**src/core/slr_regs.vh**
```
// Register map constants for the source-limit and conversion readback slice.
// Assumes byte-wide register access from a serial-port front end.
`ifndef SLR_REGS_VH
`define SLR_REGS_VH

// ----------------------------------------------------------------------------
// Byte offsets
// ----------------------------------------------------------------------------
`define SLR_ADDR_W          8
`define SLR_OFS_VLIM_LO     8'h06
`define SLR_OFS_VLIM_HI     8'h07
`define SLR_OFS_ILIM_LO     8'h08
`define SLR_OFS_ILIM_HI     8'h09
`define SLR_OFS_PWR_LO      8'h26
`define SLR_OFS_INPUT_BUS_VOLTAGE_HI     8'h27
`define SLR_OFS_IDIS_LO     8'h28
`define SLR_OFS_BATTERY_CHARGE_CURRENT_HI     8'h29

// ----------------------------------------------------------------------------
// Field layout and reset values
// ----------------------------------------------------------------------------
`define SLR_VLIM_HI_FLD     8'h3F
`define SLR_VLIM_LO_FLD     8'hC0
`define SLR_VLIM_HI_RSV     8'hC0
`define SLR_ILIM_HI_FLD     8'h7F
`define SLR_ILIM_HI_RSV     8'h80
`define SLR_CUR7_FLD        8'h7F
`define SLR_BYTE_RST        8'h00
`define SLR_VLIM_CODE_W     8
`define SLR_ILIM_CODE_W     7
// Fixed output offset in mV added to the voltage code (all-zero code)
`define SLR_VLIM_OFS_MV     16'h1180
`define SLR_VLIM_STEP_SH    6
`define SLR_ILIM_STEP_MA    16'h0032

`endif

```
**src/core/slr_snap.v**
```verilog
// Holding register for one conversion result pair.
// Assumes new results and read strobes are synchronous to clk_i.
`timescale 1ns/1ps

module slr_snap #(
  parameter WIDTH = 16
) (
  input  wire             clk_i,
  input  wire             rst_i,
  input  wire             upd_i,
  input  wire             hold_i,
  input  wire [WIDTH-1:0] data_i,
  output reg  [WIDTH-1:0] data_o
);

  // Load only while no pair read is in progress, so both bytes match
  always @(posedge clk_i or posedge rst_i) begin
    if (rst_i) begin
      data_o <= {WIDTH{1'b0}};
    end else if (upd_i && !hold_i) begin
      data_o <= data_i;
    end
  end

endmodule // slr_snap

```
**src/core/slr_top.v**
```verilog
// Source-limit settings and conversion readback registers.
// Assumes a serial-port front end issuing byte reads and writes, synchronous.
`timescale 1ns/1ps
`include "slr_regs.vh"

module slr_top (
  input  wire        clk_i,
  input  wire        rst_i,
  input  wire        wr_i,
  input  wire        rd_i,
  input  wire [7:0]  addr_i,
  input  wire [7:0]  wdata_i,
  input  wire        pair_done_i,
  input  wire        conv_valid_i,
  input  wire [7:0]  conv_bus_volt_i,
  input  wire [7:0]  conv_sys_pwr_i,
  input  wire [6:0]  conv_chg_cur_i,
  input  wire [6:0]  conv_dis_cur_i,
  output reg  [7:0]  rdata_o,
  output reg         rvalid_o,
  output reg         wr_invalid_o,
  output reg  [7:0]  source_voltage_code_o,
  output reg  [15:0] source_voltage_mv_o,
  output reg  [6:0]  source_current_code_o,
  output reg  [15:0] source_current_ma_o
);

  // --------------------------------------------------------------------------
  // Limit register storage
  // --------------------------------------------------------------------------
  reg  [7:0]  vlim_hi;
  reg  [7:0]  vlim_lo;
  reg  [7:0]  ilim_hi;
  reg  [7:0]  ilim_lo;
  reg         hold;
  reg  [7:0]  next_rdata;
  wire [7:0]  adc_input_bus_voltage;
  wire [7:0]  adc_pwr;
  wire [7:0]  adc_battery_charge_current;
  wire [7:0]  adc_idis;
  wire [7:0]  next_vcode;
  wire [15:0] next_vmv;
  wire [15:0] next_ima;
  wire        hit_vlim_lo;
  wire        hit_vlim_hi;
  wire        hit_ilim_lo;
  wire        hit_ilim_hi;
  wire        hit_pwr_lo;
  wire        hit_input_bus_voltage_hi;
  wire        hit_idis_lo;
  wire        hit_battery_charge_current_hi;
  wire        hit_result;
  wire        rd_result;
  wire        freeze;
  wire        wr_vlim_lo;
  wire        wr_vlim_hi;
  wire        wr_ilim_lo;
  wire        wr_ilim_hi;
  wire        vlim_rsv_set;
  wire        ilim_rsv_set;
  wire        next_wr_invalid;

  // --------------------------------------------------------------------------
  // Address decode
  // --------------------------------------------------------------------------
  // One hit line per mapped byte; anything else is unmapped
  assign hit_vlim_lo = (addr_i == `SLR_OFS_VLIM_LO);
  assign hit_vlim_hi = (addr_i == `SLR_OFS_VLIM_HI);
  assign hit_ilim_lo = (addr_i == `SLR_OFS_ILIM_LO);
  assign hit_ilim_hi = (addr_i == `SLR_OFS_ILIM_HI);
  assign hit_pwr_lo  = (addr_i == `SLR_OFS_PWR_LO);
  assign hit_input_bus_voltage_hi = (addr_i == `SLR_OFS_INPUT_BUS_VOLTAGE_HI);
  assign hit_idis_lo = (addr_i == `SLR_OFS_IDIS_LO);
  assign hit_battery_charge_current_hi = (addr_i == `SLR_OFS_BATTERY_CHARGE_CURRENT_HI);

  // Result bytes get no write strobe at all, so writes there vanish
  assign hit_result  = hit_pwr_lo | hit_input_bus_voltage_hi | hit_idis_lo | hit_battery_charge_current_hi;
  assign rd_result   = rd_i & hit_result;

  // --------------------------------------------------------------------------
  // Write strobes
  // --------------------------------------------------------------------------
  // One strobe per limit byte
  assign wr_vlim_lo  = wr_i & hit_vlim_lo;
  assign wr_vlim_hi  = wr_i & hit_vlim_hi;
  assign wr_ilim_lo  = wr_i & hit_ilim_lo;
  assign wr_ilim_hi  = wr_i & hit_ilim_hi;

  // --------------------------------------------------------------------------
  // Limit byte writes
  // --------------------------------------------------------------------------
  // Voltage high byte: field and reserved bits are both stored
  always @(posedge clk_i or posedge rst_i) begin
    if (rst_i) begin
      vlim_hi <= `SLR_BYTE_RST;
    end else if (wr_vlim_hi) begin
      vlim_hi <= wdata_i;
    end
  end

  // Voltage low byte: only bits 7..6 kept, the rest ignored
  always @(posedge clk_i or posedge rst_i) begin
    if (rst_i) begin
      vlim_lo <= `SLR_BYTE_RST;
    end else if (wr_vlim_lo) begin
      vlim_lo <= wdata_i & `SLR_VLIM_LO_FLD;
    end
  end

  // Current high byte: bit 7 kept so the host reads back what it wrote
  always @(posedge clk_i or posedge rst_i) begin
    if (rst_i) begin
      ilim_hi <= `SLR_BYTE_RST;
    end else if (wr_ilim_hi) begin
      ilim_hi <= wdata_i;
    end
  end

  // Current low byte: every bit reserved, so a write leaves it zero
  always @(posedge clk_i or posedge rst_i) begin
    if (rst_i) begin
      ilim_lo <= `SLR_BYTE_RST;
    end else if (wr_ilim_lo) begin
      ilim_lo <= `SLR_BYTE_RST;
    end
  end

  // --------------------------------------------------------------------------
  // Invalid-write flag
  // --------------------------------------------------------------------------
  // Ones in the high reserved bits; the byte is still stored
  assign vlim_rsv_set    = wr_vlim_hi & |(wdata_i & `SLR_VLIM_HI_RSV);
  assign ilim_rsv_set    = wr_ilim_hi & |(wdata_i & `SLR_ILIM_HI_RSV);
  assign next_wr_invalid = vlim_rsv_set | ilim_rsv_set;

  // --------------------------------------------------------------------------
  // Invalid-write pulse
  // --------------------------------------------------------------------------
  // One-cycle pulse after the write; a slow poll can miss it
  always @(posedge clk_i or posedge rst_i) begin
    if (rst_i) begin
      wr_invalid_o <= 1'b0;
    end else begin
      wr_invalid_o <= next_wr_invalid;
    end
  end

  // --------------------------------------------------------------------------
  // Decoded limit outputs
  // --------------------------------------------------------------------------
  // Reserved bits never reach the regulation path
  assign next_vcode = {vlim_hi[5:0], vlim_lo[7:6]};
  // A code step of 64 mV is a shift by six, offset added on top
  assign next_vmv   = `SLR_VLIM_OFS_MV + ({8'h00, next_vcode} << `SLR_VLIM_STEP_SH);
  // Product fits 16 bits: the top code gives 6350 mA
  assign next_ima   = `SLR_ILIM_STEP_MA * {9'h000, ilim_hi[6:0]};

  // Voltage code, two edges after the write that set it
  always @(posedge clk_i or posedge rst_i) begin
    if (rst_i) begin
      source_voltage_code_o <= {`SLR_VLIM_CODE_W{1'b0}};
    end else begin
      source_voltage_code_o <= next_vcode;
    end
  end

  // Voltage limit in mV; an all-zero code still means the offset
  always @(posedge clk_i or posedge rst_i) begin
    if (rst_i) begin
      source_voltage_mv_o <= `SLR_VLIM_OFS_MV;
    end else begin
      source_voltage_mv_o <= next_vmv;
    end
  end

  // --------------------------------------------------------------------------
  // Current limit outputs
  // --------------------------------------------------------------------------
  // Current code taken from the high byte only
  always @(posedge clk_i or posedge rst_i) begin
    if (rst_i) begin
      source_current_code_o <= {`SLR_ILIM_CODE_W{1'b0}};
    end else begin
      source_current_code_o <= ilim_hi[6:0];
    end
  end

  // Current limit in mA, 50 mA per code step
  always @(posedge clk_i or posedge rst_i) begin
    if (rst_i) begin
      source_current_ma_o <= 16'h0000;
    end else begin
      source_current_ma_o <= next_ima;
    end
  end

  // --------------------------------------------------------------------------
  // Conversion result snapshots
  // --------------------------------------------------------------------------
  // Hold from the first result byte read until the host ends the pair
  always @(posedge clk_i or posedge rst_i) begin
    if (rst_i) begin
      hold <= 1'b0;
    end else if (pair_done_i) begin
      hold <= 1'b0; // End of pair wins over a new read
    end else if (rd_result) begin
      hold <= 1'b1;
    end
  end

  // --------------------------------------------------------------------------
  // Snapshot freeze
  // --------------------------------------------------------------------------
  // The opening read freezes too: a load on its edge would split the pair
  assign freeze = hold | rd_result;

  // --------------------------------------------------------------------------
  // Result byte holding registers
  // --------------------------------------------------------------------------
  // Input bus voltage, high byte of the first pair
  slr_snap #(.WIDTH(8)) u_snap_input_bus_voltage (
    .clk_i  (clk_i),
    .rst_i  (rst_i),
    .upd_i  (conv_valid_i),
    .hold_i (freeze),
    .data_i (conv_bus_volt_i),
    .data_o (adc_input_bus_voltage)
  );

  // System power monitor, low byte of the first pair
  slr_snap #(.WIDTH(8)) u_snap_pwr (
    .clk_i  (clk_i),
    .rst_i  (rst_i),
    .upd_i  (conv_valid_i),
    .hold_i (freeze),
    .data_i (conv_sys_pwr_i),
    .data_o (adc_pwr)
  );

  // Battery charge current, bit 7 tied low
  slr_snap #(.WIDTH(8)) u_snap_battery_charge_current (
    .clk_i  (clk_i),
    .rst_i  (rst_i),
    .upd_i  (conv_valid_i),
    .hold_i (freeze),
    .data_i ({1'b0, conv_chg_cur_i}),
    .data_o (adc_battery_charge_current)
  );

  // Battery discharge current, bit 7 tied low
  slr_snap #(.WIDTH(8)) u_snap_idis (
    .clk_i  (clk_i),
    .rst_i  (rst_i),
    .upd_i  (conv_valid_i),
    .hold_i (freeze),
    .data_i ({1'b0, conv_dis_cur_i}),
    .data_o (adc_idis)
  );

  // --------------------------------------------------------------------------
  // Read path
  // --------------------------------------------------------------------------
  // Read mux; unmapped bytes read zero so a stray poll is harmless
  always @* begin
    next_rdata = `SLR_BYTE_RST;
    case (addr_i)
      `SLR_OFS_VLIM_HI: next_rdata = vlim_hi;
      `SLR_OFS_VLIM_LO: next_rdata = vlim_lo;
      `SLR_OFS_ILIM_HI: next_rdata = ilim_hi;
      `SLR_OFS_ILIM_LO: next_rdata = ilim_lo;
      `SLR_OFS_INPUT_BUS_VOLTAGE_HI: next_rdata = adc_input_bus_voltage;
      `SLR_OFS_PWR_LO:  next_rdata = adc_pwr;
      `SLR_OFS_BATTERY_CHARGE_CURRENT_HI: next_rdata = adc_battery_charge_current & `SLR_CUR7_FLD;
      `SLR_OFS_IDIS_LO: next_rdata = adc_idis & `SLR_CUR7_FLD;
      default:          next_rdata = `SLR_BYTE_RST;
    endcase
  end

  // --------------------------------------------------------------------------
  // Read register
  // --------------------------------------------------------------------------
  // Byte and valid pulse land one edge after the strobe
  always @(posedge clk_i or posedge rst_i) begin
    if (rst_i) begin
      rdata_o  <= `SLR_BYTE_RST;
      rvalid_o <= 1'b0;
    end else begin
      rvalid_o <= rd_i;
      if (rd_i) begin
        rdata_o <= next_rdata; // Holds until the next read
      end
    end
  end

endmodule // slr_top

```
**config.mk**
```make
export PLATFORM = sky130hd
export DESIGN_NAME = slr_top
export DESIGN_NICKNAME = d
export VERILOG_FILES = /design/src/core/slr_snap.v /design/src/core/slr_top.v
export VERILOG_INCLUDE_DIRS = /design/src /design/src/core
export SDC_FILE = /design/constraint.sdc
export NUM_CORES = 1
export LEC_CHECK = 0
export ABC_CLOCK_PERIOD_IN_PS = 4050
export BUFFER_PORTS_ARGS = -buffer_cell sky130_fd_sc_hd__buf_2
export CAP_MARGIN = 15
export CORE_MARGIN = 1
export CORE_UTILIZATION = 45
export DETAILED_ROUTE_END_ITERATION = 12
export PLACE_DENSITY = 0.77
export REMOVE_ABC_BUFFERS = 1
export SETUP_SLACK_MARGIN = 0.4
export SLEW_MARGIN = 20
export SYNTH_ARGS = -nofsm -noshare
export SYNTH_HDL_FRONTEND = slang
export SYNTH_SLANG_ARGS = --single-unit
```
**constraint.sdc**
```tcl
create_clock -name clk_i -period 4.05 [get_ports clk_i]
set_input_delay 0.405 -clock clk_i [delete_from_list [all_inputs] [get_ports clk_i]]
set_output_delay 0.405 -clock clk_i [all_outputs]
set_load 0.005 [all_outputs]
```
==> results by group, run 1 <==
Die
  – Core area: about 9400 um2
  – Row count: 35
  – Boundary pin count: 109
  – Die area: 10,300 um2
  – Height of the die: approximately 100 um
  – Die width: 101 um
  – Initial Utilization: 47.3%

Timing
  – Period utilization: 71.8%
  – Worst Skew: 6.99 ps
  – Highest Clock Rate: 344 MHz
  – Slew HR: 45.5%
  – Min Hold Slack: between 20 and 30 ps
  – Final Hold Fails: 0
  – Setup TNS: 0 ps
  – Final min period: 2910 ps
  – Final Setup Violations: 0
  – Fin. max-slew vios: 0
  – Worst-margin pin slew: 816 ps
  – RSZ-0062 raised after global routing: false

Logic synthesis
  – Mapped Cells: 336
  – Top_reg_cell synth: dfrtp_1
  – Share of synthesized registers carrying an async set or reset: 100%
  – Unique masters post-synth: 54
  – Cell area after synthesis: 4450 um2
  – Post-synth EDFFs: 0
  – Syn Area/Cell: 13.2 um2
  – Ys Warns: 0
  – Seq cells post-synth: 91
  – Register area share after synthesis: around 51%

Outcome
  – Status: completed

Place
  – Port bufs: 97
  – Placed Area: 4930 um2
  – DP HPWL: 6670 um
  – Routability congestion estimate: 0.801

Power and ir drop
  – Max rail drop VDD: 187 uV
  – Clock network fraction of design power: 30.6%
  – Power Internal: 1340 uW
  – Psw: roughly 460 uW
  – Cell leakage power: roughly 0.0027 uW
  – Sw Share: 25.6%
  – Power Density: 352 nW/um2
  – Flop pwr share: 56.4%
  – Part of the power in combinational logic: 13.0%

Global routing
  – Initial antenna violation count: 0
  – Largest net degree at the start of global routing: 36
  – Total routing usage reported by global routing: 18.2%
  – Vias in the first global route: about 2,800
  – Grt ovf: 0
  – First-pass GRT wire length: 14,000 um

Routing
  – Met3 wire length: between 200 and 300 um
  – Pre-Repair DR Iteration Count: 4
  – DRC: 0
  – Final ANT Viol Nets: 0
  – Met2 routed wirelength: 4540 um
  – DR WL/cell: 15.9 um
  – Via density: between 5 and 6
  – DR vias: 2,952
  – Highest Signal Layer: met4
  – Initial DRC count: 123
  – M1 wire length: 3930 um
  – Final WL: between 8000 and 9000 um

Critical path
  – Worst r2r dst: source_current_ma_o[11]
  – R2r startpoint: ilim_hi[3]
  – Worst EP required: 4350 ps
  – CP Class: reg -> reg
  – CP cell instances: ha_1 > ha_1 > fa_1 > ha_1 > nor2b_1 > o21ai_0 > nand2b_1 > a2111oi_0 > nand4b_1
  – R2R Setup Slk: 1140 ps
  – Crit path max-delay cell type: fa_1
  – Largest stage delay on the critical path: roughly 460 ps
  – R2R depth: 9
  – Crit path DAT: 3210 ps
  – Setup crit end kind: register
  – CP max FO: 6
  – Crit start category: register
  – Most used cell, CP: ha_1

Clock network
  – Clk root buf: clkbuf_8
  – H-tree levels: 3
  – Clock Path Buffers: 2
  – Total clock buffers created by CTS: 9
  – Clock Sinks: 91
  – Clock latency on the worst-skew pair: roughly 360 ps
  – PostCTS Resize Cnt: 0
  – Clk pin slew, worst setup/hold paths: 90 ps
  – CTS Hold Bufs: 0
  – CTS tree: done
  – Setup bufs post-CTS: 0

Cells and area
  – ANT cells: 0
  – P&R area growth vs syn: 14.6%
  – Layout cells sized above 1: between 40% and 50%
  – Fin area: 5100 um2
  – Number of nets in the layout: approximately 500

Worst hold path
  – Hold Crit Class: in -> async

Flow run
  – Total of max-cap violations: 0
## metrics by stage
step / setup WS, ps / instances / power [uW] / util, %
2_1_floorplan: 1290 / 318 / 1160 / -
3_3_place_gp: 1250 / 547 / 1260 / 52.4
3_5_place_dp: 1150 / 547 / 1270 / 52.4
4_1_cts: 1140 / 563 / 1810 / 54.2
5_1_grt: 995 / 563 / 1880 / 54.2
6_report: 1140 / 563 / 1790 / 54.2
## layout make-up
| cell class | count | area, um2 |
|---|---|---|
| fillers | 768 | 4310 |
| flip-flops and latches | 91 | 2280 |
| multi-input cells | 207 | 1900 |
| repair buffers | 100 | 508 |
| well taps | 129 | 161 |
| clock buffers | 12 | 145 |
| inverters | 20 | 76.3 |
| clock inverters | 4 | 26.3 |
## worst max-delay path, delay by kind of cell, from the launching register on
kind | cells | cell delay [ps]
AO/OA/AOI/OAI | 2 | 530
flip-flops | 1 | 450
adder cells (fa/ha/maj) | 4 | 1440
AND/OR/NAND/NOR | 3 | 430
## power groups by stage
stage | clock network [uW] | registers, uW | logic, uW
floorplan | 0 | 1020 | 144
global placement | 0 | 1030 | 230
CTS | 557 | 1010 | 237
global route | 598 | 1020 | 259
finish | 549 | 1010 | 234
detailed placement | 0 | 1030 | 236
## flip-flops by register name (all words and copies together) (netlist names)
name / cells
source_current_ma_o: 9
ilim_hi: 8
rdata_o: 8
source_voltage_code_o: 8
source_voltage_mv_o: 8
u_snap_input_bus_voltage.data_o: 8
u_snap_pwr.data_o: 8
vlim_hi: 8
source_current_code_o: 7
u_snap_battery_charge_current.data_o: 7
u_snap_idis.data_o: 7
vlim_lo: 2
hold: 1
rvalid_o: 1
wr_invalid_o: 1
## cells by family after synthesis
logic type                 after synthesis  synth area share [%]
DFF                                     91                  51.3
adders and majority gates               29                  8.49
other                                    1                0.0843
and+or+nand+nor                         54                  7.14
buffers and inverters                   48                  6.83
xor gates and xnor gates                11                  2.16
AOI/OAI and AO/OA                       50                  8.18
muxes                                   52                  15.9
## synth_stat cells (4+ instances only)
master   instances  share of area [%]
nor2_1           9               0.76
a21oi_1          6               0.67
a32oi_1          5               0.98
and3_1           4               0.56
mux2_4          30                 10
mux2_2          18                4.6
ha_1            27                7.6
inv_1           20                1.7
xnor2_1          7                1.4
buf_4           16                2.7
nand3_1          6               0.67
nand2_1          9               0.76
dfrtp_1         88                 49
nor2b_1          4               0.56
buf_2            5               0.56
xor2_1           4               0.79
o22ai_1          8                1.1
o21ai_0          7               0.79
a22oi_1          5               0.84
## placed cells by master, fill, tap and decap left out, types with 3 or more instances in the layout
| cell | netlist | layout |
|---|---|---|
| clkinv_2 | 0 | 3 |
| dfstp_2 | 3 | 3 |
| a21oi_1 | 6 | 6 |
| conb_1 | 1 | 11 |
| ha_1 | 27 | 27 |
| clkbuf_8 | 0 | 10 |
| mux2i_1 | 3 | 3 |
| mux2_4 | 30 | 30 |
| nor2b_1 | 4 | 4 |
| o22ai_1 | 8 | 8 |
| o21ai_0 | 7 | 7 |
| mux2_2 | 18 | 18 |
| a32oi_1 | 5 | 5 |
| nor2_1 | 9 | 9 |
| dfrtp_1 | 88 | 88 |
| nand4_1 | 3 | 3 |
| nand2_1 | 9 | 9 |
| buf_2 | 5 | 97 |
| and3_1 | 4 | 4 |
| nand3_1 | 6 | 6 |
| xnor2_1 | 7 | 7 |
| inv_1 | 20 | 19 |
| a22o_1 | 3 | 3 |
| buf_4 | 16 | 3 |
| xor2_1 | 4 | 4 |
| a22oi_1 | 5 | 5 |
## per-layer routing
metal	global-route usage, %	vias up
met5	0	-
met3	2.76	15
li1	-	1356
met4	8.70	0
met1	23.8	1498
met2	29.9	83
## worst max-delay path by stage
stage	to	cells after the start	start
floorplan	hold	1	rst_i
global placement	source_current_ma_o[11]	9	ilim_hi[3]
detailed placement	source_current_ma_o[11]	9	ilim_hi[3]
CTS	source_current_ma_o[11]	9	ilim_hi[3]
global route	source_current_ma_o[11]	9	ilim_hi[3]
finish	source_current_ma_o[11]	9	ilim_hi[3]
(Power assumes the default switching activity.)
==> inputs of run 2 (changes only) <==
--- a/config.mk
+++ b/config.mk
@@ -6,13 +6,13 @@
 export SDC_FILE = /design/constraint.sdc
 export NUM_CORES = 1
 export LEC_CHECK = 0
-export ABC_CLOCK_PERIOD_IN_PS = 4050
+export ABC_CLOCK_PERIOD_IN_PS = 2480
 export BUFFER_PORTS_ARGS = -buffer_cell sky130_fd_sc_hd__buf_2
 export CAP_MARGIN = 15
 export CORE_MARGIN = 1
 export CORE_UTILIZATION = 45
 export DETAILED_ROUTE_END_ITERATION = 12
-export PLACE_DENSITY = 0.77
+export PLACE_DENSITY = 0.8
 export REMOVE_ABC_BUFFERS = 1
 export SETUP_SLACK_MARGIN = 0.4
 export SLEW_MARGIN = 20
==> constraint.sdc (replaced) <==
create_clock -name clk_i -period 2.48 [get_ports clk_i]
set_input_delay 0.248 -clock clk_i [delete_from_list [all_inputs] [get_ports clk_i]]
set_output_delay 0.248 -clock clk_i [all_outputs]
set_load 0.005 [all_outputs]
==> run 2 against run 1 <==
Net effect: sequential cell count unchanged; the run now ends with hold timing, setup timing left; worst hold slack lost 60 ps; first-iteration DRC count is 4.9% lower; final cell count rose by 2.5%; clock power increased by 100%; count of clock-buffer cells in the layout shrank 2; critical path depth did not move; total power grew 77%; highest routed layer unchanged; sequential share of layout area decreased by 2.6 points; largest power group unchanged; register-to-register slack lost 1200 ps; critical endpoint unchanged.
==> results by group, run 2 (synthesized netlist as in run 1, its figures left out) <==
Global routing
  – Initial antenna violation count: 0
  – First-pass GRT wire length: 13,900 um
  – Largest net degree at the start of global routing: 92
  – Vias in the first global route: 2,810
  – Grt ovf: 0
  – Total routing usage reported by global routing: 18.1%

Critical path
  – Setup crit start: ilim_hi[2]
  – R2r startpoint: ilim_hi[2]
  – Setup crit end kind: register
  – Crit path DAT: 2840 ps
  – R2R Setup Slk: -70 ps
  – CP max FO: 3
  – Worst r2r dst: source_current_ma_o[11]
  – Crit start category: register
  – CP Class: reg -> reg
  – Worst EP required: 2760 ps
  – R2R depth: 9

Clock network
  – Clock Path Buffers: 2
  – Clk root buf: clkbuf_8
  – Total clock buffers created by CTS: 9
  – CTS tree: done
  – Clock latency on the worst-skew pair: 350 ps
  – Clock Sinks: 91
  – Clk pin slew, worst setup/hold paths: 90 ps
  – H-tree levels: 3

Die
  – Row count: 35
  – Initial Utilization: 47.3%
  – Die width: 101 um
  – Core area: 9420 um2
  – Die area: between 10,000 and 15,000 um2
  – Boundary pin count: between 100 and 150
  – Height of the die: 101 um

Routing
  – DRC: 0
  – Final ANT Viol Nets: 0
  – Final WL: between 9000 and 10,000 um
  – Initial DRC count: 117
  – DR vias: 2,948
  – Pre-Repair DR Iteration Count: 4
  – Via density: 5.11
  – DR WL/cell: 15.9 um

Power and ir drop
  – Cell leakage power: 0.00279 uW
  – Power Total: approximately 3200 uW
  – Power Density: 588 nW/um2
  – Max rail drop VDD: approximately 290 uV

Worst hold path
  – Hold Crit Class: in -> async

Timing
  – Min Hold Slack: -32.2 ps
  – Final Setup Violations: 3
  – Worst-margin pin slew: 507 ps
  – Period utilization: 103%
  – Slew HR: 66.2%
  – Highest Clock Rate: 391 MHz
  – Final Hold Fails: 24
  – Fin. max-slew vios: 0
  – Final min period: 2550 ps
  – Worst Skew: 10.1 ps
  – Setup ws final: -74.9 ps
  – RSZ-0062 raised after global routing: true

Cells and area
  – Fin area: 5410 um2
  – Most common cell after layout, fill and taps aside: buf_2
  – ANT cells: 0
  – Most flops, register: source_current_ma_o
  – Number of nets in the layout: roughly 520
  – P&R area growth vs syn: 21.6%
  – Finished Core Util: 57.5%
  – Max FFs per register: 9
  – Layout cells sized above 1: a little under half
  – Most frequent cells in the layout: 97 x buf_2, 88 x dfrtp_1, 30 x mux2_4

Flow run
  – Total of max-cap violations: 0

Place
  – Placement Setup Slack: -253 ps
  – Routability congestion estimate: around 0.83
  – Placed Area: 5050 um2
  – Port bufs: 97
  – DP HPWL: ~6500 um

Outcome
  – Status: complete, but fails checks
  – Failing checks: hold timing, setup timing
==> run 2: cell count changes in the layout (fill, tap and decap cells not counted), sizes merged <==
cell      change
clkinv        -1
clkinvlp      +1
bufinv        +2
clkbuf        -2
buf          +14
==> run 2: worst max path at each step <==
stage,endpoint,cells after the start
3_3_place_gp,source_current_ma_o[11],9
4_1_cts,source_current_ma_o[11],9
6_report,source_current_ma_o[11],9
5_1_grt,source_current_ma_o[12],9
2_1_floorplan,source_current_ma_o[11],9
3_5_place_dp,source_current_ma_o[11],9
==> run 2: layer usage <==
layer  global-route usage, %  vias up  part of all wire [%]
met3                    3.11       18                   3.9
met2                    30.0       92                    49
met1                    24.0     1452                    44
li1                        -     1386                     -
met5                       0        -                     0
met4                    6.80        0                   2.5
==> run 2: final cells by class <==
type | instances | area [um2]
fill | 750 | 4010
sequential | 91 | 2280
multi-input combinational | 207 | 2030
timing repair buffer | 114 | 638
tap | 129 | 161
clock buffer | 10 | 138
clock inverter | 6 | 88.8
inverter | 20 | 76.3
==> run 2: per-stage QoR <==
stage          hold WS, ps  instances  TNS [ps]
2_1_floorplan          279        318    -11360
3_3_place_gp           380        560      -362
3_5_place_dp           392        560      -606
4_1_cts               4.80        576      -139
5_1_grt               29.8        577      -467
6_report             -32.2        577      -175
==> run 2: critical path, cell delays in order (launching register included) <==
cell       delay (ps)
dfrtp_1           430
ha_4              290
ha_4              190
fa_1              550
ha_4              210
nor2b_4           130
o21ai_2           120
nand2b_1          100
a2111oi_2         300
nand4b_1          150
==> run 2: power breakdown <==
part / leakage, uW / total (uW) / switching [uW] / internal [uW]
clock: 0.000108 / 1100 / 509 / 595
sequential: 0.00118 / 1650 / 63.8 / 1590
combinational: 0.00150 / 429 / 195 / 234
total: 0.00279 / 3180 / 768 / 2420
==> run 2: repair_timing <==
| item | CTS | global route |
|---|---|---|
| resized for setup | 7 | 12 |
| pin swaps | 6 | 3 |
| endpoints found under the setup margin | 6 | 7 |
| hold buffers | 0 | 0 |
| cloned | 0 | 0 |
| buffers inserted | 0 | 1 |
